**config.mk**
```make
export PLATFORM = sky130hd
export DESIGN_NAME = mfr_host
export DESIGN_NICKNAME = d
export VERILOG_FILES = /design/src/core/mfr_pkg.sv /design/src/core/mfr_host.sv
export VERILOG_INCLUDE_DIRS = /design/src /design/src/core
export SDC_FILE = /design/constraint.sdc
export NUM_CORES = 1
export LEC_CHECK = 0
export ABC_AREA = 1
export BUFFER_PORTS_ARGS = -buffer_cell sky130_fd_sc_hd__buf_4
export CAP_MARGIN = 40
export CORE_MARGIN = 10
export CORE_UTILIZATION = 30
export CTS_BUF_LIST = sky130_fd_sc_hd__clkbuf_4
export DETAILED_ROUTE_END_ITERATION = 10
export REMOVE_ABC_BUFFERS = 1
export SYNTH_ARGS = -nofsm -noshare
export SYNTH_HDL_FRONTEND = slang
export SYNTH_SLANG_ARGS = --single-unit
```
**constraint.sdc**
```tcl
create_clock -name sys_clk_in -period 5.52 [get_ports sys_clk_in]
set_input_delay 1.38 -clock sys_clk_in [delete_from_list [all_inputs] [get_ports sys_clk_in]]
set_output_delay 1.38 -clock sys_clk_in [all_outputs]
set_load 0.02 [all_outputs]
```
**src/core/mfr_regs.svh**
```systemverilog
/*
  constants of the multi-lane fast-read host: opcodes, mode nibbles, phase lengths, defaults.
  assumes it is included by bare name from the design files.
*/
`ifndef MFR_REGS_SVH
`define MFR_REGS_SVH
`define MFR_OP_DUAL_IO       8'hbb
`define MFR_OP_DUAL_OUT      8'h3b
`define MFR_OP_QUAD_OUT      8'h6b
`define MFR_OP_QUAD_IO       8'heb
`define MFR_MODE_CONT        4'ha
`define MFR_MODE_EXIT        4'h0
`define MFR_OPC_BITS         5'h08
`define MFR_ADDR_BITS        5'h18
`define MFR_MODE_BITS        5'h08
`define MFR_OUT_DUMMY        5'h08
`define MFR_DUAL_DUMMY_DEF   4'h4
`define MFR_QUAD_DUMMY_DEF   4'h6
`define MFR_SCK_HALF_DEF     4
`endif

```
**src/core/mfr_pkg.sv**
```systemverilog
/*
  types of the multi-lane fast-read host: read kinds and frame states.
  assumes nothing beyond a SystemVerilog compiler.
*/
package mfr_pkg;
    typedef enum logic [1:0] {
        MFR_DUAL_IO  = 2'h0,
        MFR_DUAL_OUT = 2'h1,
        MFR_QUAD_OUT = 2'h2,
        MFR_QUAD_IO  = 2'h3
    } mfr_kind_t;

    typedef enum logic [6:0] {
        MFR_IDLE  = 7'h01,
        MFR_CMD   = 7'h02,
        MFR_ADDR  = 7'h04,
        MFR_MODE  = 7'h08,
        MFR_DUMMY = 7'h10,
        MFR_DATA  = 7'h20,
        MFR_END   = 7'h40
    } mfr_state_t;
endpackage

```
**src/core/mfr_host.sv**
```systemverilog
/*
  host controller for serial flash fast reads (dual i/o, dual out, quad out, quad i/o)
  with continuous-read mode; makes chip select and sck itself, two-entry buffer on read data.
  assumes io inputs are asynchronous pins, the command port is on sys_clk_in, and the
  flash's dummy setting matches dual_dummy_in / quad_dummy_in.
*/
`timescale 1ns/1ps
`include "mfr_regs.svh"
module mfr_host #(
    parameter int SCK_HALF = `MFR_SCK_HALF_DEF            // sys clocks per sck half, at least 3
) (
    input  wire logic              sys_clk_in,            // 10 mhz system clock
    input  wire logic              sys_rst_in,            // async reset, high
    input  wire logic              clk_en_in,             // freezes all state when low
    input  wire logic              cmd_valid_in,          // read request
    output logic                   cmd_ready_out,         // request taken when both high
    input  wire mfr_pkg::mfr_kind_t cmd_kind_in,          // read kind
    input  wire logic [23:0]       cmd_addr_in,           // start address
    input  wire logic [15:0]       cmd_len_in,            // bytes to read
    input  wire logic              cmd_cont_in,           // ask for continuous-read mode
    input  wire logic [3:0]        dual_dummy_in,         // dual i/o dummy clocks
    input  wire logic [3:0]        quad_dummy_in,         // quad i/o dummy clocks
    output logic [7:0]             rd_data_out,           // read byte
    output logic                   rd_valid_out,          // read byte valid
    input  wire logic              rd_ready_in,           // consumer takes byte
    output logic                   frame_done_out,        // pulse after a command ends
    output logic                   cont_mode_out,         // flash is in continuous-read mode
    output logic                   spi_cs_n_out,          // chip select, low active
    output logic                   spi_sck_out,           // serial clock
    input  wire logic [3:0]        spi_io_in,             // io3..io0 pin levels
    output logic [3:0]             spi_io_out,            // io3..io0 drive values
    output logic [3:0]             spi_io_oe_out          // io3..io0 drive enables
);
    import mfr_pkg::*;

    mfr_state_t  st_r, st_nxt;
    mfr_kind_t   kind_r, fk_r, crm_kind_r, sk;
    logic [4:0]  cnt_r, cnt_nxt, rest_r, mb_r, dc, mbk;
    logic [7:0]  div_r, rx_r, rx_nxt, skid_r;
    logic [31:0] sr_r, sr_nxt;
    logic [23:0] addr_r;
    logic [15:0] len_r, left_r;
    logic [3:0]  io_s1_r, io_s2_r;
    logic [2:0]  w_nxt;
    logic        cont_r, pend_r, exit_r, mode_a_r, crm_r, sck_r, skid_v_r, drive;
    logic        tick, active, rise, fall, stall, start, accept, exit_need, push, pop;

    function automatic logic [2:0] lane_w(input mfr_kind_t k);
        case (k)
            MFR_DUAL_IO: lane_w = 3'h2;
            MFR_QUAD_IO: lane_w = 3'h4;
            default:     lane_w = 3'h1;
        endcase
    endfunction

    function automatic logic [2:0] data_w(input mfr_kind_t k);
        data_w = (k == MFR_QUAD_IO || k == MFR_QUAD_OUT) ? 3'h4 : 3'h2;
    endfunction

    function automatic logic [4:0] beats_m1(input logic [4:0] nbits, input logic [2:0] w);
        case (w)
            3'h2:    beats_m1 = (nbits >> 1) - 5'h01;
            3'h4:    beats_m1 = (nbits >> 2) - 5'h01;
            default: beats_m1 = nbits - 5'h01;
        endcase
    endfunction

    function automatic logic [7:0] opcode(input mfr_kind_t k);
        case (k)
            MFR_DUAL_IO:  opcode = `MFR_OP_DUAL_IO;
            MFR_DUAL_OUT: opcode = `MFR_OP_DUAL_OUT;
            MFR_QUAD_OUT: opcode = `MFR_OP_QUAD_OUT;
            default:      opcode = `MFR_OP_QUAD_IO;
        endcase
    endfunction

    // top bits of the shifter onto lanes: io1 before io0, io3 first on quad
    function automatic logic [3:0] lane_bits(input logic [31:0] sr, input logic [2:0] w);
        case (w)
            3'h2:    lane_bits = {2'h0, sr[31], sr[30]};
            3'h4:    lane_bits = sr[31:28];
            default: lane_bits = {3'h0, sr[31]};
        endcase
    endfunction

    function automatic logic [3:0] lane_oe(input logic [2:0] w);
        case (w)
            3'h2:    lane_oe = 4'h3;
            3'h4:    lane_oe = 4'hf;
            default: lane_oe = 4'h1;
        endcase
    endfunction

    // strobes; a kind change while the flash sits in continuous mode needs an exit frame first
    assign accept    = cmd_valid_in && cmd_ready_out;
    assign start     = st_r == MFR_IDLE && pend_r;
    assign exit_need = crm_r && kind_r != crm_kind_r;
    assign sk        = exit_need ? crm_kind_r : kind_r;
    assign dc        = {1'b0, (sk == MFR_DUAL_IO) ? dual_dummy_in : quad_dummy_in};
    assign mbk       = beats_m1(`MFR_MODE_BITS, lane_w(sk)) + 5'h01;
    assign tick      = div_r == 8'(SCK_HALF - 1);
    assign active    = st_r != MFR_IDLE && st_r != MFR_END;
    assign rise      = tick && !sck_r && active;
    assign fall      = tick && sck_r;
    // sck is parked low at a byte boundary while the buffer is full, so no byte is lost
    assign stall     = st_r == MFR_DATA && !sck_r && skid_v_r && cnt_r == beats_m1(5'h08, data_w(fk_r));
    assign push      = rise && st_r == MFR_DATA && cnt_r == 5'h00;
    assign pop       = rd_valid_out && rd_ready_in;

    // pin synchroniser; only the second stage is read
    always_ff @(posedge sys_clk_in or posedge sys_rst_in)
        if (sys_rst_in)
        begin
            io_s1_r <= 4'h0;
            io_s2_r <= 4'h0;
        end
        else if (clk_en_in)
        begin
            io_s1_r <= spi_io_in;
            io_s2_r <= io_s1_r;
        end

    // sck divider and pin strobes
    always_ff @(posedge sys_clk_in or posedge sys_rst_in)
        if (sys_rst_in)
        begin
            div_r        <= 8'h00;
            sck_r        <= 1'b0;
            spi_sck_out  <= 1'b0;
            spi_cs_n_out <= 1'b1;
        end
        else if (clk_en_in)
        begin
            div_r <= (st_r == MFR_IDLE || stall || tick) ? 8'h00 : div_r + 8'h01;
            if (rise)
                sck_r <= 1'b1;
            else if (fall || start)
                sck_r <= 1'b0;
            spi_sck_out <= rise ? 1'b1 : ((fall || start) ? 1'b0 : sck_r);
            if (start)
                spi_cs_n_out <= 1'b0;
            else if (fall && st_nxt == MFR_END)
                spi_cs_n_out <= 1'b1;
        end

    // frame sequencing, phase changes on the falling sck edge
    always_comb
    begin
        st_nxt  = st_r;
        cnt_nxt = cnt_r;
        case (st_r)
            MFR_IDLE:
            begin
                if (start)
                begin
                    st_nxt  = crm_r ? MFR_ADDR : MFR_CMD;
                    cnt_nxt = crm_r ? beats_m1(`MFR_ADDR_BITS, lane_w(sk)) : beats_m1(`MFR_OPC_BITS, 3'h1);
                end
            end
            MFR_END:
            begin
                if (tick)
                    st_nxt = MFR_IDLE;
            end
            default:
            begin
                if (fall)
                begin
                    cnt_nxt = cnt_r - 5'h01;
                    if (cnt_r == 5'h00)
                    begin
                        case (st_r)
                            MFR_CMD:
                            begin
                                st_nxt  = MFR_ADDR;
                                cnt_nxt = beats_m1(`MFR_ADDR_BITS, lane_w(fk_r));
                            end
                            MFR_ADDR:
                            begin
                                st_nxt  = (lane_w(fk_r) != 3'h1) ? MFR_MODE : MFR_DUMMY;
                                cnt_nxt = (lane_w(fk_r) != 3'h1) ? beats_m1(`MFR_MODE_BITS, lane_w(fk_r))
                                                                 : `MFR_OUT_DUMMY - 5'h01;
                            end
                            MFR_MODE:
                            begin
                                // mode clocks are counted inside the dummy count
                                st_nxt  = (rest_r != 5'h00) ? MFR_DUMMY : ((left_r != 16'h0000) ? MFR_DATA : MFR_END);
                                cnt_nxt = (rest_r != 5'h00) ? rest_r - 5'h01 : beats_m1(5'h08, data_w(fk_r));
                            end
                            MFR_DUMMY:
                            begin
                                st_nxt  = (left_r != 16'h0000) ? MFR_DATA : MFR_END;
                                cnt_nxt = beats_m1(5'h08, data_w(fk_r));
                            end
                            default:
                            begin
                                st_nxt  = (left_r != 16'h0000) ? MFR_DATA : MFR_END;
                                cnt_nxt = beats_m1(5'h08, data_w(fk_r));
                            end
                        endcase
                    end
                end
            end
        endcase
    end

    always_ff @(posedge sys_clk_in or posedge sys_rst_in)
        if (sys_rst_in)
        begin
            st_r  <= MFR_IDLE;
            cnt_r <= 5'h00;
        end
        else if (clk_en_in)
        begin
            st_r  <= st_nxt;
            cnt_r <= cnt_nxt;
        end

    // command latch, frame setup and handshake
    always_ff @(posedge sys_clk_in or posedge sys_rst_in)
        if (sys_rst_in)
        begin
            kind_r <= MFR_DUAL_IO;
            fk_r <= MFR_DUAL_IO;
            addr_r <= 24'h000000;
            len_r <= 16'h0000;
            left_r <= 16'h0000;
            cont_r <= 1'b0;
            pend_r <= 1'b0;
            exit_r <= 1'b0;
            mode_a_r <= 1'b0;
            rest_r <= 5'h00;
            mb_r <= 5'h00;
            cmd_ready_out <= 1'b0;
            frame_done_out <= 1'b0;
        end
        else if (clk_en_in)
        begin
            if (accept)
            begin
                kind_r <= cmd_kind_in;
                addr_r <= cmd_addr_in;
                len_r  <= cmd_len_in;
                cont_r <= cmd_cont_in;
                pend_r <= 1'b1;
            end
            else if (start)
            begin
                fk_r     <= sk;
                exit_r   <= exit_need;
                mode_a_r <= !exit_need && cont_r;
                left_r   <= exit_need ? 16'h0000 : len_r;
                mb_r     <= mbk;
                rest_r   <= (dc > mbk) ? dc - mbk : 5'h00;
                pend_r   <= exit_need;
            end
            else if (push)
                left_r <= left_r - 16'h0001;
            cmd_ready_out  <= st_r == MFR_IDLE && !pend_r && !accept;
            frame_done_out <= st_r == MFR_END && tick && !exit_r;
        end

    // continuous-read tracking: the line mode itself never changes here
    always_ff @(posedge sys_clk_in or posedge sys_rst_in)
        if (sys_rst_in)
        begin
            crm_r      <= 1'b0;
            crm_kind_r <= MFR_DUAL_IO;
        end
        else if (clk_en_in && fall && st_nxt == MFR_END && lane_w(fk_r) != 3'h1)
        begin
            crm_r      <= mode_a_r;
            crm_kind_r <= fk_r;
        end
    assign cont_mode_out = crm_r;

    // transmit shifter and lane drive; lower mode lines float when dummies equal mode clocks
    always_comb
    begin
        sr_nxt = sr_r;
        if (start)
            sr_nxt = crm_r ? {addr_r, 8'h00} : {opcode(sk), addr_r};
        else if (fall && st_r == MFR_ADDR && cnt_r == 5'h00)
            sr_nxt = {mode_a_r ? `MFR_MODE_CONT : `MFR_MODE_EXIT, 4'h0, 24'h000000};
        else if (fall)
            sr_nxt = sr_r << ((st_r == MFR_CMD) ? 3'h1 : lane_w(fk_r));
        w_nxt = (st_nxt == MFR_CMD) ? 3'h1 : lane_w(start ? sk : fk_r);
        drive = st_nxt == MFR_CMD || st_nxt == MFR_ADDR ||
                (st_nxt == MFR_MODE && !(rest_r == 5'h00 && cnt_nxt < (mb_r >> 1)));
    end

    always_ff @(posedge sys_clk_in or posedge sys_rst_in)
        if (sys_rst_in)
        begin
            sr_r          <= 32'h00000000;
            spi_io_out    <= 4'h0;
            spi_io_oe_out <= 4'h0;
        end
        else if (clk_en_in)
        begin
            sr_r          <= sr_nxt;
            spi_io_out    <= drive ? lane_bits(sr_nxt, w_nxt) : 4'h0;
            spi_io_oe_out <= drive ? lane_oe(w_nxt) : 4'h0;
        end

    // receive: sampled at the rising edge, half a period after the flash shifted on falling
    assign rx_nxt = (data_w(fk_r) == 3'h2) ? {rx_r[5:0], io_s2_r[1:0]} : {rx_r[3:0], io_s2_r[3:0]};
    always_ff @(posedge sys_clk_in or posedge sys_rst_in)
        if (sys_rst_in)
            rx_r <= 8'h00;
        else if (clk_en_in && rise && st_r == MFR_DATA)
            rx_r <= rx_nxt;

    // two-entry buffer: output register plus skid slot
    always_ff @(posedge sys_clk_in or posedge sys_rst_in)
        if (sys_rst_in)
        begin
            rd_data_out  <= 8'h00;
            rd_valid_out <= 1'b0;
            skid_r       <= 8'h00;
            skid_v_r     <= 1'b0;
        end
        else if (clk_en_in)
        begin
            if (!rd_valid_out || pop)
            begin
                if (skid_v_r)
                begin
                    rd_data_out <= skid_r;
                    skid_r      <= rx_nxt;
                    skid_v_r    <= push;
                end
                else
                begin
                    rd_data_out  <= push ? rx_nxt : rd_data_out;
                    rd_valid_out <= push;
                end
            end
            else if (push)
            begin
                skid_r   <= rx_nxt;
                skid_v_r <= 1'b1;
            end
        end
endmodule

```
==> flow_results.org, run 1 <==
** Outcome
- Run status :: complete, no violations

** Detailed routing
- Routed vias/inst :: approximately 4.9
- Before antenna repair, the detailed router went through 5 iterations.
- For this run, design rule violations remaining after detail routing come to 0.
- The final layout contains routed wiring with a total length of between 20 and 30 mm.
- Count of routing violations after the opening detailed-route iteration :: between 600 and 700
- Antenna-violating nets left :: 0
- WL/cell :: between 15 and 20 um
- Via count :: slightly below 9,000

** Floorplan
- Site row count :: 66
- Die extent in x :: between 200 and 250 um
- Overall die area :: 0.0412 mm2
- Number of ports placed on the die boundary :: 82
- The initial utilization of the core area, before any placement, comes to between 30% and 40%.
- Std-Cell Core Area :: between 0.03 and 0.04 mm2
- Die Y-Extent :: ~200 um

** Worst setup path
- Worst setup slack for register-to-register paths :: ~1.7 ns
- CP Data Required Time :: ~6 ns
- Data arrival time of the critical path :: roughly 4.3 ns
- The worst setup path is of the flip-flop to flip-flop kind.
- In this run the worst setup path begins at st_r[2]$_DFFE_PP0P_.
- The worst setup path is launched from a flip-flop.
- Startpoint of the most critical register-to-register path :: st_r[2]$_DFFE_PP0P_
- Along the worst path, the maximum fanout reaches 35.
- Crit path capture type :: flip-flop

** Logic synthesis
- Number of synthesized flops with an enable pin :: 0
- After synthesis, the share of flip-flops with an asynchronous set or reset is 100%.
- Proportion of synthesized chip area in sequential cells :: 42.4%
- Main synth FF type :: sky130_fd_sc_hd__dfrtp_1
- Post-synthesis instance area :: about 0.01 mm2
- After synthesis, the cell types taking the most area are sky130_fd_sc_hd__dfrtp_1 (42%), sky130_fd_sc_hd__nand2_1 (13%), sky130_fd_sc_hd__o21ai_0 (5.5%).
- The netlist uses 56 different library cells.
- Most area-hungry cell type in the Yosys netlist :: sky130_fd_sc_hd__dfrtp_1
- In this run, synthesis produced a sequential element count of 170.
- Of the post-synthesis cell area, the dominant cell type holds 41.9%.
- Counting every instance in the synthesized netlist gives 1,281.
- Number of warnings reported in the yosys synthesis log :: 0
- The average instance in the mapped netlist occupies between 7 and 8 um2.

** GRT
- First-pass GRT wire length :: between 40 and 50 mm
- Grt total ovfl :: 0
- In the global route stage, met3 resource usage came out at 2.21%.
- Entering global routing, the biggest net connects 72 pins.
- Across every metal layer, demand over resource in global routing totals between 10% and 20%.
- Vias in the first global route :: about 8,000
- Top Usage Layer GRT :: met2
- Global routing used roughly a fifth of the available met1 tracks.
- In the global route stage, met2 resource usage came out at about a fifth.
- Number of antenna violations at the first check in global routing :: 1

** Clocking
- CTS Buf Count :: 17
- Hold repair after CTS inserted 0 buffers.
- Max clock buf depth :: 2
- In this run the clock root is driven by a sky130_fd_sc_hd__clkbuf_4.
- After clock tree synthesis, the repair step resized 0 gates.
- Insertion delay to the later sink of the worst-skew pair :: about 0.62 ns
- For this design, the sink count on the clock tree is 170.
- Clock tree from TritonCTS :: done
- Post-CTS setup buffers :: 0
- After clock tree synthesis, the clock-pin slew on the worst setup and hold paths is approximately 0.16 ns.
- H-tree level count :: 4

** Hold path
- The worst hold path begins at exit_r$_DFFE_PP0P_.
- The path class of the tightest hold or removal check is flip-flop to flip-flop.

** Run
- Number of maximum-capacitance constraint violations :: 0

** Layout
- Final core area utilization :: between 30% and 40%
- Fraction of layout cells with a size suffix above 1 :: 17.1%
- After routing the design area is between 0.01 and 0.015 mm2.
- The top cell types in the final layout, fill and taps aside, are sky130_fd_sc_hd__nand2_1 (359), sky130_fd_sc_hd__dfrtp_1 (168), sky130_fd_sc_hd__inv_1 (112), sky130_fd_sc_hd__o21ai_0 (110), sky130_fd_sc_hd__nand3_1 (89).
- The net count of the finished layout is between 1,000 and 1,500.
- The area growth from synthesis to layout is 13.2%.
- The library cell used most frequently in the layout, excluding fill and tap cells, is sky130_fd_sc_hd__nand2_1.

** Placement
- Final Wtd Congestion :: 0.901
- Count of input and output buffers :: 81
- HPWL after detailed placement :: about 20 mm
- The placed instances occupy a cell area of 0.0111 mm2.

** STA
- Setup repair after global routing left no endpoint under its margin.
- The number of failing hold endpoints at the final stage was 0.
- Timing would allow up to about 260 MHz.
- Final Critical Period :: ~3.8 ns
- Period utilization :: around 70%
- Final max-slew violation count :: 0
- Pin slew with the least headroom to its limit :: slightly above 0.8 ns
- Worst relative slew slack :: 46.0%
- Total setup violations reported at the end of the flow :: 0
- On the final layout, the worst clock skew is a little under 0.04 ns.

** Pwr
- Power per Cell Area :: approximately 530 mW/mm2
- Largest vdd supply drop :: 0.189 mV
- LEAKAGE :: approximately 5.4 nW
[final cells by class]
type / instances / area, um2
Timing Repair Buffer: 90 / 741
Sequential cell: 170 / 4260
Clock buffer: 18 / 135
Tap cell: 442 / 553
Clock inverter: 14 / 159
Inverter: 132 / 500
Multi-Input combinational cell: 923 / 5020
Antenna cell: 1 / 2.50
Fill cell: 3514 / 21400
[worst paths after layout]
kind	to	cells after the start
hold / removal	frame_done_out$_DFFE_PP0P_	1
min in group asynchronous	sr_r[9]$_DFFE_PP0P_	2
setup / recovery	spi_io_out[0]$_DFFE_PP0P_	21
max in group asynchronous	st_r[0]$_DFFE_PP1P_	3
hold reg to reg	frame_done_out$_DFFE_PP0P_	1
setup reg to reg	spi_io_out[0]$_DFFE_PP0P_	21
[sequential cells by signal, indices dropped and copies added (netlist names), 5 cells and up]
register and cells:
addr_r 24, cnt_r 5, div_r 8, left_r 16, len_r 16, rd_data_out 8, rest_r 5, rx_r 6
skid_r 8, sr_r 32, st_r 7
[logic make-up after synthesis]
| logic type | synth area share (%) |
|---|---|
| simple gates | 25.6 |
| compound gates | 15.1 |
| buf+inv | 7.73 |
| flops | 42.4 |
| mux | 5.57 |
| fa+ha+maj | 2.49 |
| xor+xnor | 1.05 |
[routing by layer]
| layer | routed length (um) | share of wire [%] |
|---|---|---|
| met1 | 13400 | 49 |
| met2 | 12400 | 45 |
| met3 | 1210 | 4.4 |
| met4 | 309 | 1.1 |
| met5 | 0 | 0 |
[stage by stage]
stage	TNS, ns	hold slack [ns]	setup slack, ns	power, mW	std cells
finish	0	0.481	1.70	6.01	1790
global route	0	0.502	1.24	6.60	1790
floorplan	-77.30	0.432	-0.460	4.31	1225
global placement	0	0.454	1.82	5.16	1753
CTS	0	0.480	1.69	6.03	1789
detailed placement	0	0.453	1.71	5.25	1757
[power by group]
| part | internal [mW] | switching, mW | total [mW] |
|---|---|---|---|
| registers | 1.70 | 0.373 | 2.07 |
| clock network | 0.248 | 0.519 | 0.767 |
| logic | 1.11 | 2.06 | 3.17 |
| total | 3.05 | 2.96 | 6.01 |
[Yosys cell counts, drive strengths merged, types with 7 or more instances]
cell type and instances:
dfrtp 168, buf 27, nand2 372, mux2 47
a221oi 17, inv 130, xor2 9, a31oi 18
nand3 93, a21oi 43, ha 20, clkbuf 29
nand4 10, nor2 97, o21ai 117, nor3 7
a22oi 23
[worst max-delay path: stages (launching register included)]
cell and delay, ns:
sky130_fd_sc_hd__dfrtp_1 0.47, sky130_fd_sc_hd__inv_2 0.09, sky130_fd_sc_hd__nand2_1 0.07, sky130_fd_sc_hd__nor2_1 0.18, sky130_fd_sc_hd__nand2_4 0.11, sky130_fd_sc_hd__nor2_4 0.63
sky130_fd_sc_hd__nand2_2 0.26, sky130_fd_sc_hd__inv_2 0.37, sky130_fd_sc_hd__nand2_1 0.12, sky130_fd_sc_hd__a22oi_1 0.15, sky130_fd_sc_hd__o21ai_0 0.13, sky130_fd_sc_hd__ha_1 0.31
sky130_fd_sc_hd__a21oi_1 0.13, sky130_fd_sc_hd__nand2_1 0.06, sky130_fd_sc_hd__nor2_1 0.11, sky130_fd_sc_hd__nand3_1 0.12, sky130_fd_sc_hd__nand2_1 0.09, sky130_fd_sc_hd__nand2_1 0.08
sky130_fd_sc_hd__nand2_2 0.09, sky130_fd_sc_hd__nor2_1 0.04, sky130_fd_sc_hd__nand2_1 0.05, sky130_fd_sc_hd__nand2_1 0.05
Note: power is estimated with default switching activity, not from simulation.
==> inputs of run 2 (changes only) <==
==> constraint.sdc (replaced) <==
create_clock -name sys_clk_in -period 3.05 [get_ports sys_clk_in]
set_input_delay 0.7625 -clock sys_clk_in [delete_from_list [all_inputs] [get_ports sys_clk_in]]
set_output_delay 0.7625 -clock sys_clk_in [all_outputs]
set_load 0.02 [all_outputs]
==> run 2 against run 1 <==
Effect of this change:
- critical endpoint is now spi_io_out[1]$_DFFE_PP0P_
- sequential cell count did not move
- global-route usage rose by 0.32 points
- sequential power rose by 80%
- hold slack got worse by 0.30 ns
- sequential share of layout area fell by 0.55 points
==> flow_results.org, run 2 (synthesis results as in run 1) <==
** GRT
- The overall fraction of global-route tracks in use came to 13.5% (was 13.2%).
- The aggregate global routing overflow came to 0 (unchanged).
- Number of antenna violations at the first check in global routing :: 1 (unchanged)
- The largest net degree at the start of global routing is 52 (was 72).
- Top Usage Layer GRT :: met2 (unchanged)
- Vias in the first global route :: 8,637 (was 8,216)
- The met1 layer usage reported by global route was 18.8% (was 18.7%).
- The wire length of the first global-routing pass was 45.8 mm (was 44.7 mm).
- GR Util met3 :: 2.48% (was 2.21%)
- Met2 global-route usage :: 20.8% (was 20.4%)

** Clocking
- The clock tree from TritonCTS was done (unchanged).
- The later-pin clock latency in the skew report is 0.60 ns (was 0.62 ns).
- The number of sinks handled by clock tree synthesis came to 170 (unchanged).
- The number of clock buffers inserted by TritonCTS is 17 (unchanged).
- The maximum clock path buffer count is 2 (unchanged).
- The number of H-tree levels was 4 (unchanged).
- Register clock-pin slew on the reported worst setup and hold paths :: 0.16 ns (about the same)
- The clock root buffer is sky130_fd_sc_hd__clkbuf_4 (unchanged).

** Worst setup path
- The worst-path maximum fanout is 4 (was 35).
- Crit path capture type :: flip-flop (unchanged)
- Data arrival time of the critical path :: 3.33 ns (was 4.32 ns)
- Critical path launch point type :: flip-flop (unchanged)
- CP Data Required Time :: 3.55 ns (was 6.02 ns)
- Startpoint of the most critical register-to-register path :: rest_r[0]$_DFFE_PP0P_ (was st_r[2]$_DFFE_PP0P_)
- First element of the critical path :: rest_r[0]$_DFFE_PP0P_ (was st_r[2]$_DFFE_PP0P_)
- Kind of critical path :: flip-flop to flip-flop (unchanged)

** Pwr
- LEAKAGE :: 5.50 nW (was 5.39 nW)
- Power per Cell Area :: 954 mW/mm2 (was 528 mW/mm2)
- Power after layout :: 11.0 mW (was 6.01 mW)
- Largest vdd supply drop :: 0.383 mV (was 0.189 mV)

** STA
- Final Critical Period :: 2.83 ns (was 3.82 ns)
- The number of pins exceeding their max-slew limit in the final report was 0 (unchanged).
- Setup_tns :: 0 ns (unchanged)
- Post-route worst setup slack :: 0.219 ns (was 1.70 ns)
- The number of failing hold endpoints at the final stage was 0 (unchanged).
- The top achievable clock speed was 353 MHz (was 262 MHz).
- Pin slew with the least headroom to its limit :: 0.823 ns (was 0.808 ns)
- Clock tree skew after final layout :: 0.0272 ns (was 0.0396 ns)
- Total setup violations reported at the end of the flow :: 0 (unchanged)
- The ratio of final minimum period to clock period is 92.8% (was 69.2%).
- Worst relative slew slack :: 44.9% (was 46.0%)

** Layout
- Final core area utilization :: 35.2% (was 34.7%)
- The register with the most flip-flops is sr_r (unchanged).
- Commonest cells after routing, fill and taps aside :: sky130_fd_sc_hd__nand2_1 (358), sky130_fd_sc_hd__dfrtp_1 (167), sky130_fd_sc_hd__inv_1 (112), sky130_fd_sc_hd__buf_4 (109), sky130_fd_sc_hd__o21ai_0 (108) (was sky130_fd_sc_hd__nand2_1 (359), sky130_fd_sc_hd__dfrtp_1 (168), sky130_fd_sc_hd__inv_1 (112), sky130_fd_sc_hd__o21ai_0 (110), sky130_fd_sc_hd__nand3_1 (89))
- Final cell count without fillers :: 1,813 (was 1,790)
- The filler cell count came to 3,480 (was 3,514).
- Area used by sequential logic in the layout :: 0.00426 mm2 (about the same)
- The share of post-route cells with drive strength above 1 was 19.1% (was 17.1%).
- Layout Nets :: 1,437 (was 1,414)
- The area occupied by multi-input gates was 0.00504 mm2 (was 0.00502 mm2).
- Number of flip-flops under the largest register name :: 32 (unchanged)
- Area overhead of the layout relative to synthesis :: 15.0% (was 13.2%)
- Largest registers ranked by flip-flop count: sr_r: 32 flops, addr_r: 24 flops (unchanged).
- Most common cell after layout, fill and taps aside :: sky130_fd_sc_hd__nand2_1 (unchanged)

** Detailed routing
- Via count :: 8,829 (was 8,736)
- The number of detailed-routing iterations run before antenna repair was 5 (unchanged).
- The violation count after the first detailed-route iteration is 736 (was 674).
- Total wire length after detailed routing :: 28.1 mm (was 27.3 mm)
- Routed vias/inst :: 4.87 (was 4.88)
- The average wire length per cell after detail routing came to 15.5 um (was 15.3 um).
- The number of nets with antenna violations after routing came to 0 (unchanged).
- Count of unresolved DRC violations after routing :: 0 (unchanged)

** Floorplan
- Number of ports placed on the die boundary :: 82 (unchanged)
- Site row count :: 66 (unchanged)
- Die Y-Extent :: 203 um (unchanged)
- The area of the core is 0.0328 mm2 (unchanged).
- The horizontal die dimension came to 203 um (unchanged).
- The initial core utilization is 30.6% (unchanged).
- Overall die area :: 0.0412 mm2 (unchanged)

** Hold path
- Min-Delay Path Class :: input port to asynchronous set/reset pin (was flip-flop to flip-flop)

** Placement
- Pre-CTS WS :: 0.146 ns (was 1.71 ns)
- HPWL after detailed placement :: 20.8 mm (was 20.0 mm)
- Number of placed cells counting well taps :: 1,778 (was 1,757)
- The count of input and output buffers was 81 (unchanged).
- The global placement routability congestion was 0.901 (about the same).

** Outcome
- Run status: complete, no violations (unchanged).

** Run
- The reported max-cap violation count came to 0 (unchanged).
run 2: cell count changes in the layout (fill, tap and decap cells not counted), moves of 2 or more:
cell                       delta
sky130_fd_sc_hd__o21ai_2      +2
sky130_fd_sc_hd__inv_6        +2
sky130_fd_sc_hd__clkinv_8     -2
sky130_fd_sc_hd__inv_8        +2
sky130_fd_sc_hd__ha_2         +2
sky130_fd_sc_hd__o21ai_0      -2
sky130_fd_sc_hd__buf_16       -2
sky130_fd_sc_hd__buf_4       +23
sky130_fd_sc_hd__buf_12       +2
sky130_fd_sc_hd__ha_1         -2
run 2: layer usage:
layer	wire, um	vias to the layer above
met1	13500	4141
met2	12600	234
met4	563	0
li1	-	4413
met3	1400	41
met5	0	-
run 2: where the power goes:
part	leakage, nW	internal, mW	switching [mW]	total [mW]
Combinational	3.24	2.10	3.79	5.90
Clock	0.154	0.452	0.936	1.39
Sequential	2.11	3.07	0.649	3.72
Total	5.50	5.63	5.38	11.0
run 2: cell type report:
| type | instances | area share [%] |
|---|---|---|
| Clock buffer | 18 | 1.17 |
| Multi-Input combinational cell | 923 | 43.7 |
| Inverter | 132 | 4.34 |
| Antenna cell | 1 | 0.0217 |
| Sequential cell | 170 | 36.9 |
| Tap cell | 442 | 4.79 |
| Timing Repair Buffer | 113 | 7.78 |
| Clock inverter | 14 | 1.30 |
run 2: final timing paths:
| check | end | slack (ns) | depth (start not counted) |
|---|---|---|---|
| max | spi_io_out[1]$_DFFE_PP0P_ | 0.22 | 21 |
| min | sr_r[13]$_DFFE_PP0P_ | 0.18 | 2 |
| max reg2reg | spi_io_out[1]$_DFFE_PP0P_ | 0.22 | 21 |
| min reg2reg | io_s2_r[1]$_DFFE_PP0P_ | 0.49 | 2 |
| max in group asynchronous | st_r[4]$_DFFE_PP0P_ | 2.22 | 3 |
| min in group sys_clk_in | io_s1_r[0]$_DFFE_PP0P_ | 0.35 | 3 |
run 2: critical path, stage by stage, from the launching register on:
cell and delay [ns]:
sky130_fd_sc_hd__dfrtp_1 0.41, sky130_fd_sc_hd__inv_1 0.12, sky130_fd_sc_hd__ha_1 0.21, sky130_fd_sc_hd__nand2_1 0.07, sky130_fd_sc_hd__nor2_1 0.24, sky130_fd_sc_hd__nor2_4 0.08
sky130_fd_sc_hd__nor2_1 0.17, sky130_fd_sc_hd__nand2_1 0.07, sky130_fd_sc_hd__o211ai_1 0.09, sky130_fd_sc_hd__nand2_1 0.08, sky130_fd_sc_hd__a32oi_1 0.22, sky130_fd_sc_hd__ha_1 0.28
sky130_fd_sc_hd__nand2_1 0.07, sky130_fd_sc_hd__inv_1 0.03, sky130_fd_sc_hd__nand2_1 0.06, sky130_fd_sc_hd__nand3_1 0.12, sky130_fd_sc_hd__nand2_1 0.09, sky130_fd_sc_hd__nand2_1 0.08
sky130_fd_sc_hd__nand2_2 0.09, sky130_fd_sc_hd__inv_2 0.04, sky130_fd_sc_hd__nand2_1 0.06, sky130_fd_sc_hd__nand2_1 0.05
run 2: stage by stage:
| step | hold slack (ns) | area [um2] |
|---|---|---|
| floorplan | 0.432 | 9760 |
| global placement | 0.447 | 11200 |
| detailed placement | 0.462 | 11200 |
| CTS | 0.169 | 11500 |
| global route | 0.178 | 11500 |
| finish | 0.179 | 11500 |
run 2: timing repair:
item / in CTS / in global routing
hold buffers: 0 / 0
resized for setup: 0 / 10
endpoints found under the setup margin: 0 / 12
setup buffers: 0 / 2
==> inputs of run 3 (changes only) <==
==> constraint.sdc (replaced) <==
create_clock -name sys_clk_in -period 2.7 [get_ports sys_clk_in]
set_input_delay 0.675 -clock sys_clk_in [delete_from_list [all_inputs] [get_ports sys_clk_in]]
set_output_delay 0.675 -clock sys_clk_in [all_outputs]
set_load 0.02 [all_outputs]
==> run 3 against run 2 <==
Effect of this change:
- clock power up 14%
- maximum frequency up 6.8%
- count of clock-buffer cells in the layout unchanged
- sequential power up 12%
- worst setup slack worse by 0.17 ns
- sequential cell count unchanged
- hold slack better by 0.10 ns
- via count up 2.5%
- sequential share of layout area down 1.2 points
- global-route usage about the same
- cell count up 1.8%
- first-iteration DRC count down 10%
- critical path type unchanged
==> flow_results.org, run 3 (synthesis results as in run 1) <==
** Layout
- Fraction of layout cells with a size suffix above 1 :: 22.1% (was 19.1%)
- Largest registers ranked by flip-flop count :: sr_r: 32 flops, addr_r: 24 flops (unchanged)
- Most common cell after layout, fill and taps aside :: sky130_fd_sc_hd__nand2_1 (unchanged)
- The layout-stage area growth over the synthesis result came to 18.9% (was 15.0%).
- The number of standard cells in the layout, taps in and fillers out came to 1,846 (was 1,813).
- Commonest cells after routing, fill and taps aside: sky130_fd_sc_hd__nand2_1 (355), sky130_fd_sc_hd__dfrtp_1 (168), sky130_fd_sc_hd__buf_4 (139), sky130_fd_sc_hd__inv_1 (109), sky130_fd_sc_hd__o21ai_0 (108) (was sky130_fd_sc_hd__nand2_1 (358), sky130_fd_sc_hd__dfrtp_1 (167), sky130_fd_sc_hd__inv_1 (112), sky130_fd_sc_hd__buf_4 (109), sky130_fd_sc_hd__o21ai_0 (108)).
- Top reg by flops :: sr_r (unchanged)
- Number of flip-flops under the largest register name :: 32 (unchanged)
- The number of nets in the final layout came to 1,471 (was 1,437).

** Clocking
- The clock tree from TritonCTS was done (unchanged).
- The maximum clock path buffer count came to 2 (unchanged).
- Register clock-pin slew on the reported worst setup and hold paths :: 0.17 ns (was 0.16 ns)
- The number of H-tree levels came to 4 (unchanged).
- CTS Buf Count :: 17 (unchanged)
- The later-pin clock latency in the skew report was 0.60 ns (about the same).
- The number of sinks handled by clock tree synthesis was 170 (unchanged).
- The clock root buffer was sky130_fd_sc_hd__clkbuf_4 (unchanged).

** Floorplan
- The initial core utilization is 30.6% (unchanged).
- Overall die area :: 0.0412 mm2 (unchanged)
- The area of the core was 0.0328 mm2 (unchanged).
- The row count came to 66 (unchanged).
- The height of the die came to 203 um (unchanged).
- Number of ports placed on the die boundary :: 82 (unchanged)
- Die extent in x :: 203 um (unchanged)

** GRT
- Grt total ovfl :: 0 (unchanged)
- The wire length of the first global-routing pass was 46.1 mm (was 45.8 mm).
- The via count of the first global-routing pass came to 8,796 (was 8,637).
- Global routing usage summed across all routing layers :: 13.6% (was 13.5%)
- The number of antenna violations at the first check in global routing is 1 (unchanged).
- Largest net degree at the start of global routing :: 70 (was 52)

** Worst setup path
- The worst endpoint required time was 3.19 ns (was 3.55 ns).
- Worst setup slack for register-to-register paths :: 0.05 ns (was 0.22 ns)
- The critical path startpoint is st_r[4]$_DFFE_PP0P_ (was rest_r[0]$_DFFE_PP0P_).
- The kind of critical path is flip-flop to flip-flop (unchanged).
- The worst-path maximum fanout is 3 (was 4).
- The critical path data arrival time came to 3.14 ns (was 3.33 ns).
- Crit path capture type :: flip-flop (unchanged)
- Critical path destination :: spi_io_out[0]$_DFFE_PP0P_ (was spi_io_out[1]$_DFFE_PP0P_)
- RR Endpoint :: spi_io_out[0]$_DFFE_PP0P_ (was spi_io_out[1]$_DFFE_PP0P_)
- The logic depth of the worst register-to-register path came to 20 (was 21).
- The category of the worst setup path launch point is a flip-flop (unchanged).
- The startpoint of the worst-slack reg-to-reg timing path is st_r[4]$_DFFE_PP0P_ (was rest_r[0]$_DFFE_PP0P_).

** Pwr
- The switching component of the power came to 6.27 mW (was 5.38 mW).
- The portion of total power attributed to combinational logic came to 56.2% (was 53.6%).
- The sequential group share of total power is 31.6% (was 33.8%).
- LEAKAGE :: 5.70 nW (was 5.50 nW)
- Power per Cell Area :: 1100 mW/mm2 (was 954 mW/mm2)
- The clock network fraction of total power is 12.2% (was 12.6%).
- Largest vdd supply drop :: 0.419 mV (was 0.383 mV)
- The net switching share of the total power was 47.8% (was 48.9%).
- The internal power contribution is 6.84 mW (was 5.63 mW).

** STA
- The final number of setup-violating endpoints was 0 (unchanged).
- Setup repair after global routing could not meet its margin everywhere.
- The max-slew headroom at the worst pin is 36.2% (was 44.9%).
- Period utilization :: 98.2% (was 92.8%)
- The largest clock skew in the final design was 0.0328 ns (was 0.0272 ns).
- Final max-slew violation count :: 0 (unchanged)
- Final hold violation count :: 0 (unchanged)
- Final Critical Period :: 2.65 ns (was 2.83 ns)
- Setup_tns :: 0 ns (unchanged)
- F_max :: 377 MHz (was 353 MHz)
- The final setup slack of the worst path was 0.0495 ns (was 0.219 ns).
- The transition time at the pin with the least slew margin was 0.954 ns (was 0.823 ns).

** Hold path
- Min-Delay Path Class :: input port to flip-flop (was input port to asynchronous set/reset pin)

** Detailed routing
- The amount of wire on met2 after detailed routing is 12.8 mm (was 12.6 mm).
- Routed vias/inst :: 4.90 (was 4.87)
- The violation count after the first detailed-route iteration came to 660 (was 736).
- Via count :: 9,048 (was 8,829)
- Total wire length after detailed routing :: 28.3 mm (was 28.1 mm)
- Antenna-violating nets left :: 0 (unchanged)
- The detailed-routing wirelength on met1 is 13.6 mm (was 13.5 mm).
- Top Metal Used :: met4 (unchanged)
- WL/cell :: 15.3 um (was 15.5 um)
- Count of unresolved DRC violations after routing :: 0 (unchanged)
- Number of detailed-routing iterations run before antenna repair :: 5 (unchanged)
- Sum of met3 wire segment lengths after detailed routing :: 1.37 mm (was 1.40 mm)

** Placement
- The number of cells in the design after placement was 1,808 (was 1,778).
- The count of input and output buffers was 81 (unchanged).
- The global placement routability congestion is 0.887 (was 0.901).
- Pre-CTS WS :: -0.0220 ns (was 0.146 ns)
- The half-perimeter wire length after placement was 20.8 mm (about the same).

** Outcome
- Run status: complete, no violations (unchanged).

** Run
- The reported max-cap violation count was 0 (unchanged).
-- run 3: cell types whose count changed in the layout (fill, tap and decap cells not counted), sizes merged --
cell	before	now
buf	113	145
inv	140	137
clkinv	3	5
bufinv	1	2
clkbuf	18	19
clkinvlp	2	1
dlygate4sd3	0	1
-- run 3: area by class of cell --
type	count	area, um2
Sequential cell	170	4260
Tap cell	442	553
Fill cell	3428	20800
Clock buffer	18	135
Multi-Input combinational cell	923	5140
Clock inverter	13	159
Timing Repair Buffer	147	1180
Antenna cell	1	2.50
Inverter	132	503
-- run 3: worst min path at each step --
stage | from | endpoint | cells after the start
final | cmd_len_in[4] | len_r[4]$_DFFE_PP0P_ | 2
after global routing | spi_io_in[1] | io_s1_r[1]$_DFFE_PP0P_ | 3
after CTS | cmd_len_in[4] | len_r[4]$_DFFE_PP0P_ | 2
after detailed placement | exit_r$_DFFE_PP0P_ | frame_done_out$_DFFE_PP0P_ | 1
after global placement | rx_r[5]$_DFFE_PP0P_ | rx_r[5]$_DFFE_PP0P_ | 2
after floorplan | exit_r$_DFFE_PP0P_ | frame_done_out$_DFFE_PP0P_ | 1
-- run 3: per-layer routing --
metal / track usage (%) / vias to the layer above
met3: 2.31 / 26
li1: - / 4491
met2: 21.1 / 238
met1: 18.9 / 4293
met4: 4.05 / 0
met5: 0 / -
-- run 3: what timing repair did --
action | 4_1_cts | 5_1_grt
setup endpoints to repair | 6 | 20
pin swaps | 0 | 16
hold endpoints to repair | 21 | 0
hold buffers | 1 | 0
resized for setup | 5 | 34
buffers inserted | 0 | 4
gates cloned | 0 | 1
-- run 3: per-stage QoR --
stage	hold slack [ns]	total power, mW	instance area, um2	utilization [%]
floorplan	0.432	8.82	9760	-
global placement	0.457	11.0	11400	34.9
detailed placement	0.457	11.1	11400	34.9
CTS	0.238	12.7	11800	35.8
global route	0.247	14.3	11900	36.4
finish	0.284	13.1	11900	36.4
-- run 3: power groups by stage --
stage / combinational, mW / clock (mW) / sequential [mW]
CTS: 6.94 / 1.65 / 4.15
detailed placement: 6.90 / 0 / 4.20
global route: 8.31 / 1.74 / 4.28
global placement: 6.82 / 0 / 4.18
finish: 7.36 / 1.59 / 4.15
floorplan: 4.70 / 0 / 4.12
-- run 3: worst max-delay path, cell delays in order, from the launching register on --
cell,delay [ns]
sky130_fd_sc_hd__dfrtp_1,0.42
sky130_fd_sc_hd__inv_2,0.09
sky130_fd_sc_hd__nand2_4,0.06
sky130_fd_sc_hd__nor2_4,0.18
sky130_fd_sc_hd__nand2_4,0.08
sky130_fd_sc_hd__nor2_4,0.15
sky130_fd_sc_hd__inv_2,0.05
sky130_fd_sc_hd__o2111ai_1,0.19
sky130_fd_sc_hd__nand3_1,0.11
sky130_fd_sc_hd__o21ai_2,0.14
sky130_fd_sc_hd__ha_1,0.26
sky130_fd_sc_hd__a21oi_1,0.13
sky130_fd_sc_hd__nand2_1,0.08
sky130_fd_sc_hd__nor2_2,0.12
sky130_fd_sc_hd__nand3_2,0.12
sky130_fd_sc_hd__nand2_2,0.10
sky130_fd_sc_hd__nand2_2,0.06
sky130_fd_sc_hd__nand2_2,0.09
sky130_fd_sc_hd__nor2_2,0.04
sky130_fd_sc_hd__nand2_1,0.06
sky130_fd_sc_hd__nand2_1,0.05
